[src/inc/health_map.svh]
`ifndef HEALTH_MAP_SVH
`define HEALTH_MAP_SVH
// Clock rate in Hz
`define CLK_HZ              40000000
// Measure-and-save period in seconds
`define SAVE_PERIOD_S       7200
// Temperature sample period in seconds
`define TEMP_PERIOD_S       600
// Busy time of measure-and-save, milliseconds
`define BUSY_ONLINE_MS      60
`define BUSY_FULL_MS        370
// Trip point in degrees C
`define TRIP_LIMIT_C        8'h44
// Sense codes: key, ASC, ASCQ
`define SENSE_PREDICT       24'h015d00
`define SENSE_THERMAL       24'h010b01
`define SENSE_ROUNDED       24'h013700
`define SENSE_NONE          24'h000000
// Log pages and parameters
`define LOG_PAGE_TIMER      8'h3e
`define LOG_PAGE_TEMP       8'h0d
`define LOG_PARAM_CURRENT   16'h0000
`define LOG_PARAM_USER      16'h0001
// Self-test result codes
`define DST_PASS            4'h0
`define DST_FAIL            4'h7
`define DST_RUNNING         4'hf
// Report method that disables delivery
`define REPORT_METHOD_FIELD_NONE           4'h0
`endif

[src/inc/health_pkg.sv]
package health_pkg;
    // Sense answer carried to the interface
    typedef struct packed {
        logic        valid;
        logic [23:0] code;
        logic [7:0]  fru;
    } sense_type;
    // Mode page control bits
    typedef struct packed {
        logic       exceptDisable;
        logic       onlineOnly;
        logic       warnEnable;
        logic [3:0] reportMethod;
    } ctrl_type;
    // Scheduler states
    typedef enum logic [1:0] {
        SCH_WAIT,
        SCH_BUSY
    } sched_type;
endpackage

[src/core/attr_counter.sv]
`timescale 1ns/1ps
`default_nettype none
`include "health_map.svh"
// Interval, failure and history counters for one attribute
module attr_counter #(
    parameter int IVL_W       = 16,
    parameter int INTERVAL    = 1000,
    parameter int ERR_LIMIT   = 10,
    parameter int PREDICT_LIM = 8
) (
    // Clocking
    input  wire logic core_clk,
    input  wire logic sys_rst,
    input  wire logic clkEn,
    // Events
    input  wire logic enable,
    input  wire logic opDone,
    input  wire logic opError,
    // Result
    output logic      predictHit
);
    logic [IVL_W-1:0] ivlCnt_q;      // Operations in this interval
    logic [IVL_W-1:0] failCnt_q;     // Errors in this interval
    logic [7:0]       histCnt_q;     // Running unacceptable count
    logic             predict_q;     // Threshold reached
    logic             ivlEnd;
    logic             badRate;
    logic [IVL_W-1:0] failNext;

    assign failNext = failCnt_q + IVL_W'(opError);
    assign ivlEnd   = opDone && (ivlCnt_q == IVL_W'(INTERVAL - 1));
    assign badRate  = failNext > IVL_W'(ERR_LIMIT);
    assign predictHit = predict_q;

    // ============================================================
    // Counting
    always_ff @(posedge core_clk or posedge sys_rst) begin
        if (sys_rst) begin
            ivlCnt_q  <= '0;
            failCnt_q <= '0;
            histCnt_q <= '0;
            predict_q <= 1'b0;
        end else if (clkEn && enable && opDone) begin
            if (ivlEnd || badRate) begin
                // Judgement: both counters restart
                ivlCnt_q  <= '0;
                failCnt_q <= '0;
                if (badRate) begin
                    histCnt_q <= histCnt_q + 8'h01;
                end else if (histCnt_q != 8'h00) begin
                    histCnt_q <= histCnt_q - 8'h01;
                end
                if (badRate && (histCnt_q + 8'h01 >= 8'(PREDICT_LIM))) begin
                    predict_q <= 1'b1;
                end
            end else begin
                ivlCnt_q  <= ivlCnt_q + 1'b1;
                failCnt_q <= failNext;
            end
        end
    end

    // Assertions
    a_hist_saturate: assert property (@(posedge core_clk) disable iff (sys_rst)
        (clkEn && enable && opDone && !badRate && histCnt_q == 8'h00)
        |=> histCnt_q == 8'h00) else $error("history went below zero");
    a_counters_clear: assert property (@(posedge core_clk) disable iff (sys_rst)
        (clkEn && enable && opDone && (ivlEnd || badRate))
        |=> (ivlCnt_q == '0 && failCnt_q == '0)) else $error("counters not cleared");
endmodule
`default_nettype wire

[src/core/drive_health_thermal_monitor.sv]
// How it works
// - Exception-disable bit stops attribute collection, measurements and thermal warnings; temperature sampling continues
// - Enabled: collect attributes during read/write
// - Online-only bit skips off-line measurements
// - Rezero forces measurement, restarts two-hour timer
// - Log page 3Eh returns time remaining
// - Measure every two hours when bus idle
// - Measurement uninterruptible, 60 or 370 ms
// - Predictive code 01-5D00, kept across resets
// - Per attribute interval and failure counters
// - Judge rate, then clear both counters
// - History counter up/down, saturating at zero
// - History reaching threshold raises predictive failure
// - Sample temperature at power-up, every ten minutes
// - Over trip: code 01-0B01, temperature in FRU
// - Warnings gated by enable bit, report method
// - Fixed 68C trip also saves data frame
// - User trip default 68C, clamp, rounding code
// - Log page 0Dh: current and user trip
// - Self-test fails only on unrecovered errors
// - Every unrecovered step failure counts, stepKind is not decoded
// - Extended scans all LBAs, short scans portions
`timescale 1ns/1ps
`default_nettype none
`include "health_map.svh"
module drive_health_thermal_monitor #(
    parameter int  NUM_ATTR      = 2,
    parameter int  INTERVAL      = 1000,
    parameter int  ERR_LIMIT     = 10,
    parameter int  PREDICT_LIM   = 8,
    parameter int  LBA_W         = 32,
    parameter int  SHORT_STRIDE  = 64,
    parameter longint SAVE_CYCLES = longint'(`SAVE_PERIOD_S) * `CLK_HZ,
    parameter longint TEMP_CYCLES = longint'(`TEMP_PERIOD_S) * `CLK_HZ,
    parameter int  BUSY_ONLINE   = (`BUSY_ONLINE_MS * (`CLK_HZ / 1000)),
    parameter int  BUSY_FULL     = (`BUSY_FULL_MS * (`CLK_HZ / 1000))
) (
    // Clocking
    input  wire logic                  core_clk,
    input  wire logic                  sys_rst,
    input  wire logic                  clkEn,
    // Mode page controls and persisted state
    input  wire health_pkg::ctrl_type  ctrl,
    input  wire logic                  predictSaved,
    // Host commands
    input  wire logic                  busIdle,
    input  wire logic                  rezeroCmd,
    input  wire logic                  logSenseReq,
    input  wire logic [7:0]            logPage,
    input  wire logic [15:0]           logParam,
    input  wire logic                  logSelectReq,
    input  wire logic [7:0]            logSelectData,
    // Drive operations
    input  wire logic [NUM_ATTR-1:0]   opDone,
    input  wire logic [NUM_ATTR-1:0]   opError,
    input  wire logic [7:0]            tempSensor,
    // Self-test
    input  wire logic                  selfTestStart,
    input  wire logic                  selfTestExtended,
    input  wire logic [LBA_W-1:0]      maxLba,
    input  wire logic                  stepDone,
    input  wire logic                  stepUnrecovered,
    input  wire logic [1:0]            stepKind,
    // Outputs
    output logic                       measureBusy,
    output logic                       frameSave,
    output logic                       predictFail,
    output health_pkg::sense_type      senseOut,
    output logic                       logValid,
    output logic [31:0]                logData,
    output logic [7:0]                 userTrip,
    output logic [3:0]                 selfTestResult,
    output logic                       selfTestActive,
    output logic [LBA_W-1:0]           scanLba
);
    // ============================================================
    // Declarations
    localparam int CNT_W = 40;
    health_pkg::sched_type   sched_q;         // Measurement state
    logic [CNT_W-1:0]        saveTimer_q;     // Cycles to next run
    logic [CNT_W-1:0]        tempTimer_q;     // Cycles to next sample
    logic [31:0]             busyCnt_q;       // Remaining busy cycles
    logic [7:0]              temp_q;          // Last sampled temperature
    logic [7:0]              userTrip_q;      // User trip point
    logic                    firstSample_q;   // Power-up sample pending
    logic                    predict_q;       // Sticky predictive flag
    logic                    frame_q;         // Frame save pulse
    health_pkg::sense_type   sense_q;         // Pending sense answer
    logic                    logValid_q;
    logic [31:0]             logData_q;
    logic [3:0]              dstResult_q;
    logic                    dstActive_q;
    logic                    dstExt_q;
    logic [LBA_W-1:0]        lba_q;
    logic [NUM_ATTR-1:0]     attrHit;
    logic                    enabled;
    logic                    saveDue;
    logic                    startRun;
    logic                    sampleNow;
    logic                    overFixed;
    logic                    overUser;
    logic                    warnOut;
    logic                    clampWrite;
    logic                    stepFails;
    logic                    scanEnd;
    logic [LBA_W-1:0]        lbaStep;

    // Remaining time in seconds for the timer log page
    function automatic logic [31:0] cyclesToSec(input logic [CNT_W-1:0] c);
        cyclesToSec = 32'(c / CNT_W'(`CLK_HZ));
    endfunction

    // ============================================================
    // Attribute monitoring
    assign enabled = !ctrl.exceptDisable;
    for (genvar i = 0; i < NUM_ATTR; i++) begin : g_attr
        attr_counter #(
            .IVL_W       (16),
            .INTERVAL    (INTERVAL),
            .ERR_LIMIT   (ERR_LIMIT),
            .PREDICT_LIM (PREDICT_LIM)
        ) u_attr (
            .core_clk    (core_clk),
            .sys_rst     (sys_rst),
            .clkEn       (clkEn),
            .enable      (enabled),
            .opDone      (opDone[i]),
            .opError     (opError[i]),
            .predictHit  (attrHit[i])
        );
    end

    // ============================================================
    // Scheduler decode
    assign saveDue   = (saveTimer_q == '0);
    assign startRun  = enabled && (sched_q == health_pkg::SCH_WAIT)
                       && (rezeroCmd || (saveDue && busIdle));
    assign sampleNow = firstSample_q || (tempTimer_q == '0);

    // Measure-and-save scheduler, cannot be interrupted once started
    always_ff @(posedge core_clk or posedge sys_rst) begin
        if (sys_rst) begin
            sched_q     <= health_pkg::SCH_WAIT;
            saveTimer_q <= '0;
            busyCnt_q   <= '0;
        end else if (clkEn) begin
            case (sched_q)
                health_pkg::SCH_WAIT: begin
                    if (startRun) begin
                        sched_q     <= health_pkg::SCH_BUSY;
                        saveTimer_q <= CNT_W'(SAVE_CYCLES - 1);
                        // Shorter run when only on-line data is gathered
                        busyCnt_q   <= ctrl.onlineOnly ? 32'(BUSY_ONLINE - 1)
                                                       : 32'(BUSY_FULL - 1);
                    end else if (!saveDue) begin
                        saveTimer_q <= saveTimer_q - 1'b1;
                    end
                end
                health_pkg::SCH_BUSY: begin
                    // Busy period ignores rezero commands
                    if (busyCnt_q == '0) begin
                        sched_q <= health_pkg::SCH_WAIT;
                    end else begin
                        busyCnt_q <= busyCnt_q - 1'b1;
                    end
                    if (!saveDue) begin
                        saveTimer_q <= saveTimer_q - 1'b1;
                    end
                end
                default: sched_q <= health_pkg::SCH_WAIT;
            endcase
        end
    end

    // ============================================================
    // Thermal decode
    assign overFixed  = temp_q > `TRIP_LIMIT_C;
    assign overUser   = temp_q > userTrip_q;
    assign warnOut    = enabled && ctrl.warnEnable
                        && (ctrl.reportMethod != `REPORT_METHOD_FIELD_NONE);
    assign clampWrite = logSelectReq && (logSelectData > `TRIP_LIMIT_C);

    // Temperature sampling and user trip point
    always_ff @(posedge core_clk or posedge sys_rst) begin
        if (sys_rst) begin
            tempTimer_q   <= '0;
            temp_q        <= '0;
            firstSample_q <= 1'b1;
            userTrip_q    <= `TRIP_LIMIT_C;
        end else if (clkEn) begin
            if (sampleNow) begin
                temp_q        <= tempSensor;
                firstSample_q <= 1'b0;
                tempTimer_q   <= CNT_W'(TEMP_CYCLES - 1);
            end else begin
                tempTimer_q <= tempTimer_q - 1'b1;
            end
            if (logSelectReq) begin
                userTrip_q <= clampWrite ? `TRIP_LIMIT_C : logSelectData;
            end
        end
    end

    // ============================================================
    // Predictive flag and sense reporting
    always_ff @(posedge core_clk or posedge sys_rst) begin
        if (sys_rst) begin
            predict_q <= 1'b0;
            frame_q   <= 1'b0;
            sense_q   <= '0;
        end else if (clkEn) begin
            // Restored flag keeps the code across power cycles
            if (enabled && ((|attrHit) || predictSaved)) begin
                predict_q <= 1'b1;
            end
            frame_q <= enabled && sampleNow && (tempSensor > `TRIP_LIMIT_C);
            if (clampWrite) begin
                sense_q <= '{valid: 1'b1, code: `SENSE_ROUNDED, fru: 8'h00};
            end else if (warnOut && (overFixed || overUser)) begin
                sense_q <= '{valid: 1'b1, code: `SENSE_THERMAL, fru: temp_q};
            end else if (predict_q && ctrl.reportMethod != `REPORT_METHOD_FIELD_NONE) begin
                sense_q <= '{valid: 1'b1, code: `SENSE_PREDICT, fru: 8'h00};
            end else begin
                sense_q <= '{valid: 1'b0, code: `SENSE_NONE, fru: 8'h00};
            end
        end
    end

    // ============================================================
    // Log sense answers
    always_ff @(posedge core_clk or posedge sys_rst) begin
        if (sys_rst) begin
            logValid_q <= 1'b0;
            logData_q  <= '0;
        end else if (clkEn) begin
            logValid_q <= logSenseReq;
            if (logSenseReq && logPage == `LOG_PAGE_TIMER) begin
                logData_q <= cyclesToSec(saveTimer_q);
            end else if (logSenseReq && logPage == `LOG_PAGE_TEMP) begin
                logData_q <= (logParam == `LOG_PARAM_USER) ? {24'h000000, userTrip_q}
                                                           : {24'h000000, temp_q};
            end else if (logSenseReq) begin
                logData_q <= '0;
            end
        end
    end

    // ============================================================
    // Drive self-test
    assign stepFails = stepDone && stepUnrecovered;
    assign lbaStep   = dstExt_q ? LBA_W'(1) : LBA_W'(SHORT_STRIDE);
    assign scanEnd   = stepDone && (maxLba - lba_q <= lbaStep);

    // Scan walk, fail result only set for unrecovered failures
    always_ff @(posedge core_clk or posedge sys_rst) begin
        if (sys_rst) begin
            dstResult_q <= `DST_PASS;
            dstActive_q <= 1'b0;
            dstExt_q    <= 1'b0;
            lba_q       <= '0;
        end else if (clkEn) begin
            if (selfTestStart && !dstActive_q) begin
                // Host confirmed readiness first
                dstActive_q <= 1'b1;
                dstExt_q    <= selfTestExtended;
                dstResult_q <= `DST_RUNNING;
                lba_q       <= '0;
            end else if (dstActive_q && stepFails) begin
                // stepKind names seek, track, read or write
                dstResult_q <= `DST_FAIL;
                dstActive_q <= 1'b0;
            end else if (dstActive_q && scanEnd) begin
                dstResult_q <= `DST_PASS;
                dstActive_q <= 1'b0;
            end else if (dstActive_q && stepDone) begin
                lba_q <= lba_q + lbaStep;
            end
        end
    end

    // ============================================================
    // Output drive
    assign measureBusy    = (sched_q == health_pkg::SCH_BUSY);
    assign frameSave      = frame_q;
    assign predictFail    = predict_q;
    assign senseOut       = sense_q;
    assign logValid       = logValid_q;
    assign logData        = logData_q;
    assign userTrip       = userTrip_q;
    assign selfTestResult = dstResult_q;
    assign selfTestActive = dstActive_q;
    assign scanLba        = lba_q;

    // ============================================================
    // Assertions
    a_disable_quiet: assert property (@(posedge core_clk) disable iff (sys_rst)
        (clkEn && ctrl.exceptDisable && sched_q == health_pkg::SCH_WAIT)
        |=> sched_q == health_pkg::SCH_WAIT) else $error("run while disabled");
    a_rezero_start: assert property (@(posedge core_clk) disable iff (sys_rst)
        (clkEn && enabled && rezeroCmd && sched_q == health_pkg::SCH_WAIT)
        |=> (measureBusy && saveTimer_q == CNT_W'(SAVE_CYCLES - 1))) else $error("rezero ignored");
    a_no_run_busy: assert property (@(posedge core_clk) disable iff (sys_rst)
        (clkEn && saveDue && !busIdle && !rezeroCmd && sched_q == health_pkg::SCH_WAIT)
        |=> !measureBusy) else $error("run on busy bus");
    a_busy_holds: assert property (@(posedge core_clk) disable iff (sys_rst)
        (measureBusy && busyCnt_q != '0) |=> measureBusy) else $error("run cut short");
    a_predict_sticky: assert property (@(posedge core_clk) disable iff (sys_rst)
        predict_q |=> predict_q) else $error("predictive flag lost");
    a_trip_clamp: assert property (@(posedge core_clk) disable iff (sys_rst)
        (clkEn && clampWrite) |=> (userTrip_q == `TRIP_LIMIT_C
        && sense_q.code == `SENSE_ROUNDED)) else $error("trip not clamped");
    a_thermal_fru: assert property (@(posedge core_clk) disable iff (sys_rst)
        (sense_q.valid && sense_q.code == `SENSE_THERMAL) |-> sense_q.fru > 8'h00
        || temp_q == 8'h00) else $error("thermal code without fru");
    a_dst_fail: assert property (@(posedge core_clk) disable iff (sys_rst)
        (clkEn && dstActive_q && stepFails) |=> selfTestResult == `DST_FAIL)
        else $error("unrecovered error not reported");
    c_rezero: cover property (@(posedge core_clk) rezeroCmd && startRun);
    c_predict: cover property (@(posedge core_clk) $rose(predict_q));
    c_thermal: cover property (@(posedge core_clk) sense_q.code == `SENSE_THERMAL);
endmodule
`default_nettype wire

[config.mk]
export PLATFORM = sky130hd
export DESIGN_NAME = drive_health_thermal_monitor
export DESIGN_NICKNAME = d
export VERILOG_FILES = /design/src/inc/health_pkg.sv /design/src/core/attr_counter.sv /design/src/core/drive_health_thermal_monitor.sv
export VERILOG_INCLUDE_DIRS = /design/src /design/src/inc
export SDC_FILE = /design/constraint.sdc
export NUM_CORES = 1
export LEC_CHECK = 0
export BUFFER_PORTS_ARGS = -buffer_cell sky130_fd_sc_hd__clkbuf_2
export CAP_MARGIN = 20
export CORE_MARGIN = 2
export CORE_UTILIZATION = 45
export CTS_BUF_LIST = sky130_fd_sc_hd__clkbuf_8 sky130_fd_sc_hd__clkbuf_16
export DETAILED_ROUTE_END_ITERATION = 10
export SLEW_MARGIN = 20
export SYNTH_ARGS = -nofsm -noshare
export SYNTH_HDL_FRONTEND = slang
export SYNTH_SLANG_ARGS = --single-unit
[constraint.sdc]
create_clock -name core_clk -period 19.8 [get_ports core_clk]
set_clock_uncertainty 0.2 [all_clocks]
set_input_delay 0.99 -clock core_clk [delete_from_list [all_inputs] [get_ports core_clk]]
set_output_delay 0.99 -clock core_clk [all_outputs]
set_load 0.01 [all_outputs]
==> metrics.txt <==
ANT nets after route=0; Startpoint Class=flip-flop; reg2reg path depth=79; dominant cells by area after synthesis=dfrtp_1, xnor2_1, nand2_1, nor2_1, o21ai_0; Die Area=64300 um2; final WL=85900 um; routed len/inst=17.8 um; FF-to-FF Start=saveTimer_q[32]$_DFFE_PP0P_; layout cell share with drive strength beyond 1=0.180; clock root buffer=clkbuf_16; Arrival @ worst endpoint=19.15 ns; Cell Area, Placed=30800 um2; core area=61600 um2; clk slew on worst S/H paths=0.06 ns; final std cells w/o fill=4828; Mapped Cells=3661; Slew headroom=0.327; worst hold slack=0.279 ns; Min-Delay Path Class=reg -> reg; remaining global-route overflow=0; Die Y=254 um; clk_lat worst skew=0.56 ns; Max Cap Viol=0; cell area after layout=32900 um2; Num CTS Buffers=35; Max Fclk=52.8 MHz; Tcrit/Tclk final=0.956; Nets=4123; routing usage on met2=0.423; CTS Buffer Depth=3; reg-to-reg slack, setup=0.88 ns; worst hold start=g_attr[0].u_attr.predictHit$_DFFE_PP0P_; Least-Margin Pin Slew=0.995 ns; port bufs=176; Seq. cell area=7020 um2; Post-synth EDFFs=0; DR vias/cell=5.85; DR pass1 iterations=6; largest area contributor in the synthesized netlist=dfrtp_1; total clock sinks=280; sequential share of the synthesized area=0.250; Area Overhead vs Synth=17.4%; initial antenna violation count=1; GRT Util Overall=0.260; HPWL after DPL=65300 um; min Tclk post-route=18.92 ns; # rows=91; number of DRC markers in iteration 0=1956; fillcell total=5984; commonest non-fill, non-tap cell in the layout=nand2_1; Reg-to-Reg End=logData[0]$_DFFE_PP0P_; Critical Path Fanout Max=22; H-Tree Level Count=2; hold-critical path endpoint=g_attr[0].u_attr.predictHit$_DFFE_PP0P_; CP Data Required Time=20.03 ns; Die W=254 um; largest net degree at the start of global routing=128; met1 usage=0.364; final max-slew violation count=0; most frequent cells in the layout=nand2_1, nor2_1, dfrtp_1; Post-synth ARST share=1.00; #FFs+latches synth=280; Most Crowded Layer GR=met2; vias=28.3k; mean post-synth cell area=7.65 um2; Final Hold Fails=0; met3 usage=0.0312; number of I/O pins=211; final RePlAce weighted congestion=0.919; Post-synth top flop=dfrtp_1; area of the multi-input gates=20300 um2; Hold Path Stages=1; nature of the critical path endpoint=flip-flop; DRC Markers=0; vias in the first global route=26.1k; crit-path max cell delay=0.52 ns; Setup CP Type=reg -> reg; Synth top area share=0.247; status=complete, no violations; placed cells=4738; Setup Viol. Count Final=0; YS warnings=0; TritonCTS clock tree=yes; CP dominant cell by count=buf_4; Cell variety after synth=138; Slowest-stage cell, CP=a221o_2; first-pass GRT wire length=138000 um; post-synthesis cell area=28000 um2; Starting Density=0.455
-- layer usage --
layer / wire length, um / share of wire
met5: 0 / 0
met2: 39600 / 0.46
met4: 2290 / 0.027
met3: 4030 / 0.047
met1: 39900 / 0.47
-- area by class of cell --
type | instances | share of cell area
repair buffers | 431 | 0.0862
clock buffers | 40 | 0.0287
diodes | 1 | 0.0000761
well taps | 837 | 0.0318
flip-flops and latches | 280 | 0.213
clock inverters | 23 | 0.00875
multi-input cells | 3094 | 0.617
inverters | 122 | 0.0141
-- cell usage after synthesis (19+ instances only) --
cell type,instances
a211o_1,21
a211oi_1,24
a21o_1,28
a21oi_1,198
a31oi_1,37
and2_1,75
and3_1,51
buf_2,25
buf_4,51
clkbuf_1,107
dfrtp_1,277
ha_1,61
inv_1,117
mux2i_1,37
nand2_1,416
nand2b_1,47
nand3_1,135
nand4_1,53
nor2_1,392
nor2b_1,35
nor3_1,138
nor4_1,63
o211ai_1,44
o21a_1,28
o21ai_0,219
o21ai_1,38
o221ai_1,22
o22ai_1,19
o31ai_1,21
or3_1,58
xnor2_1,233
xor2_1,102
-- stage by stage --
step / utilization / setup WS, ns / setup TNS [ns]
2_1_floorplan: - / 2.17 / 0
3_3_place_gp: 0.501 / 0.393 / 0
3_5_place_dp: 0.501 / 0.309 / 0
4_1_cts: 0.521 / 0.207 / 0
5_1_grt: 0.534 / -0.108 / -0.108
6_report: 0.534 / 0.877 / 0
-- critical path, delay by kind of cell, from the launching register on --
kind | cells | cell delay (ns)
AO/OA/AOI/OAI | 44 | 10.78
AND/OR/NAND/NOR | 21 | 4.78
buffers and inverters | 12 | 2.21
flip-flops | 1 | 0.40
XOR/XNOR | 2 | 0.38
-- sequential cells by signal (all words and copies together), names as in the netlist, 8 cells and up --
register                 count
g_attr.u_attr.failCnt_q     32
userTrip                     8
tempTimer_q                 40
senseOut                    15
temp_q                       8
g_attr.u_attr.ivlCnt_q      32
busyCnt_q                   32
logData                     15
scanLba                     32
g_attr.u_attr.histCnt_q     16
saveTimer_q                 40
-- worst max-delay path by stage --
stage,depth (start not counted),end,from
after detailed placement,80,logData[0]$_DFFE_PP0P_,saveTimer_q[23]$_DFFE_PP0P_
after CTS,79,logData[0]$_DFFE_PP0P_,saveTimer_q[25]$_DFFE_PP0P_
final,79,logData[0]$_DFFE_PP0P_,saveTimer_q[32]$_DFFE_PP0P_
after global placement,77,logData[0]$_DFFE_PP0P_,saveTimer_q[23]$_DFFE_PP0P_
after global routing,80,logData[0]$_DFFE_PP0P_,saveTimer_q[32]$_DFFE_PP0P_
after floorplan,78,logData[0]$_DFFE_PP0P_,saveTimer_q[39]$_DFFE_PP0P_
-- timing repair --
action | in CTS | in global routing
gates resized for setup | 0 | 111
hold buffers | 0 | 0
hold endpoints to repair | 0 | 0
endpoints found under the setup margin | 0 | 2
setup buffers | 0 | 26
-- cells by family after synthesis --
family / Yosys count / synth area share
simple gates: 1592 / 0.280
compound gates: 1004 / 0.256
xor+xnor: 346 / 0.111
buf+inv: 318 / 0.0516
flops: 280 / 0.250
fa+ha+maj: 67 / 0.0298
mux: 53 / 0.0207
other cells: 1 / 0.000134
Power is not shown: default switching activity piles up to over one toggle a cycle in this logic, so the estimate is an artifact.
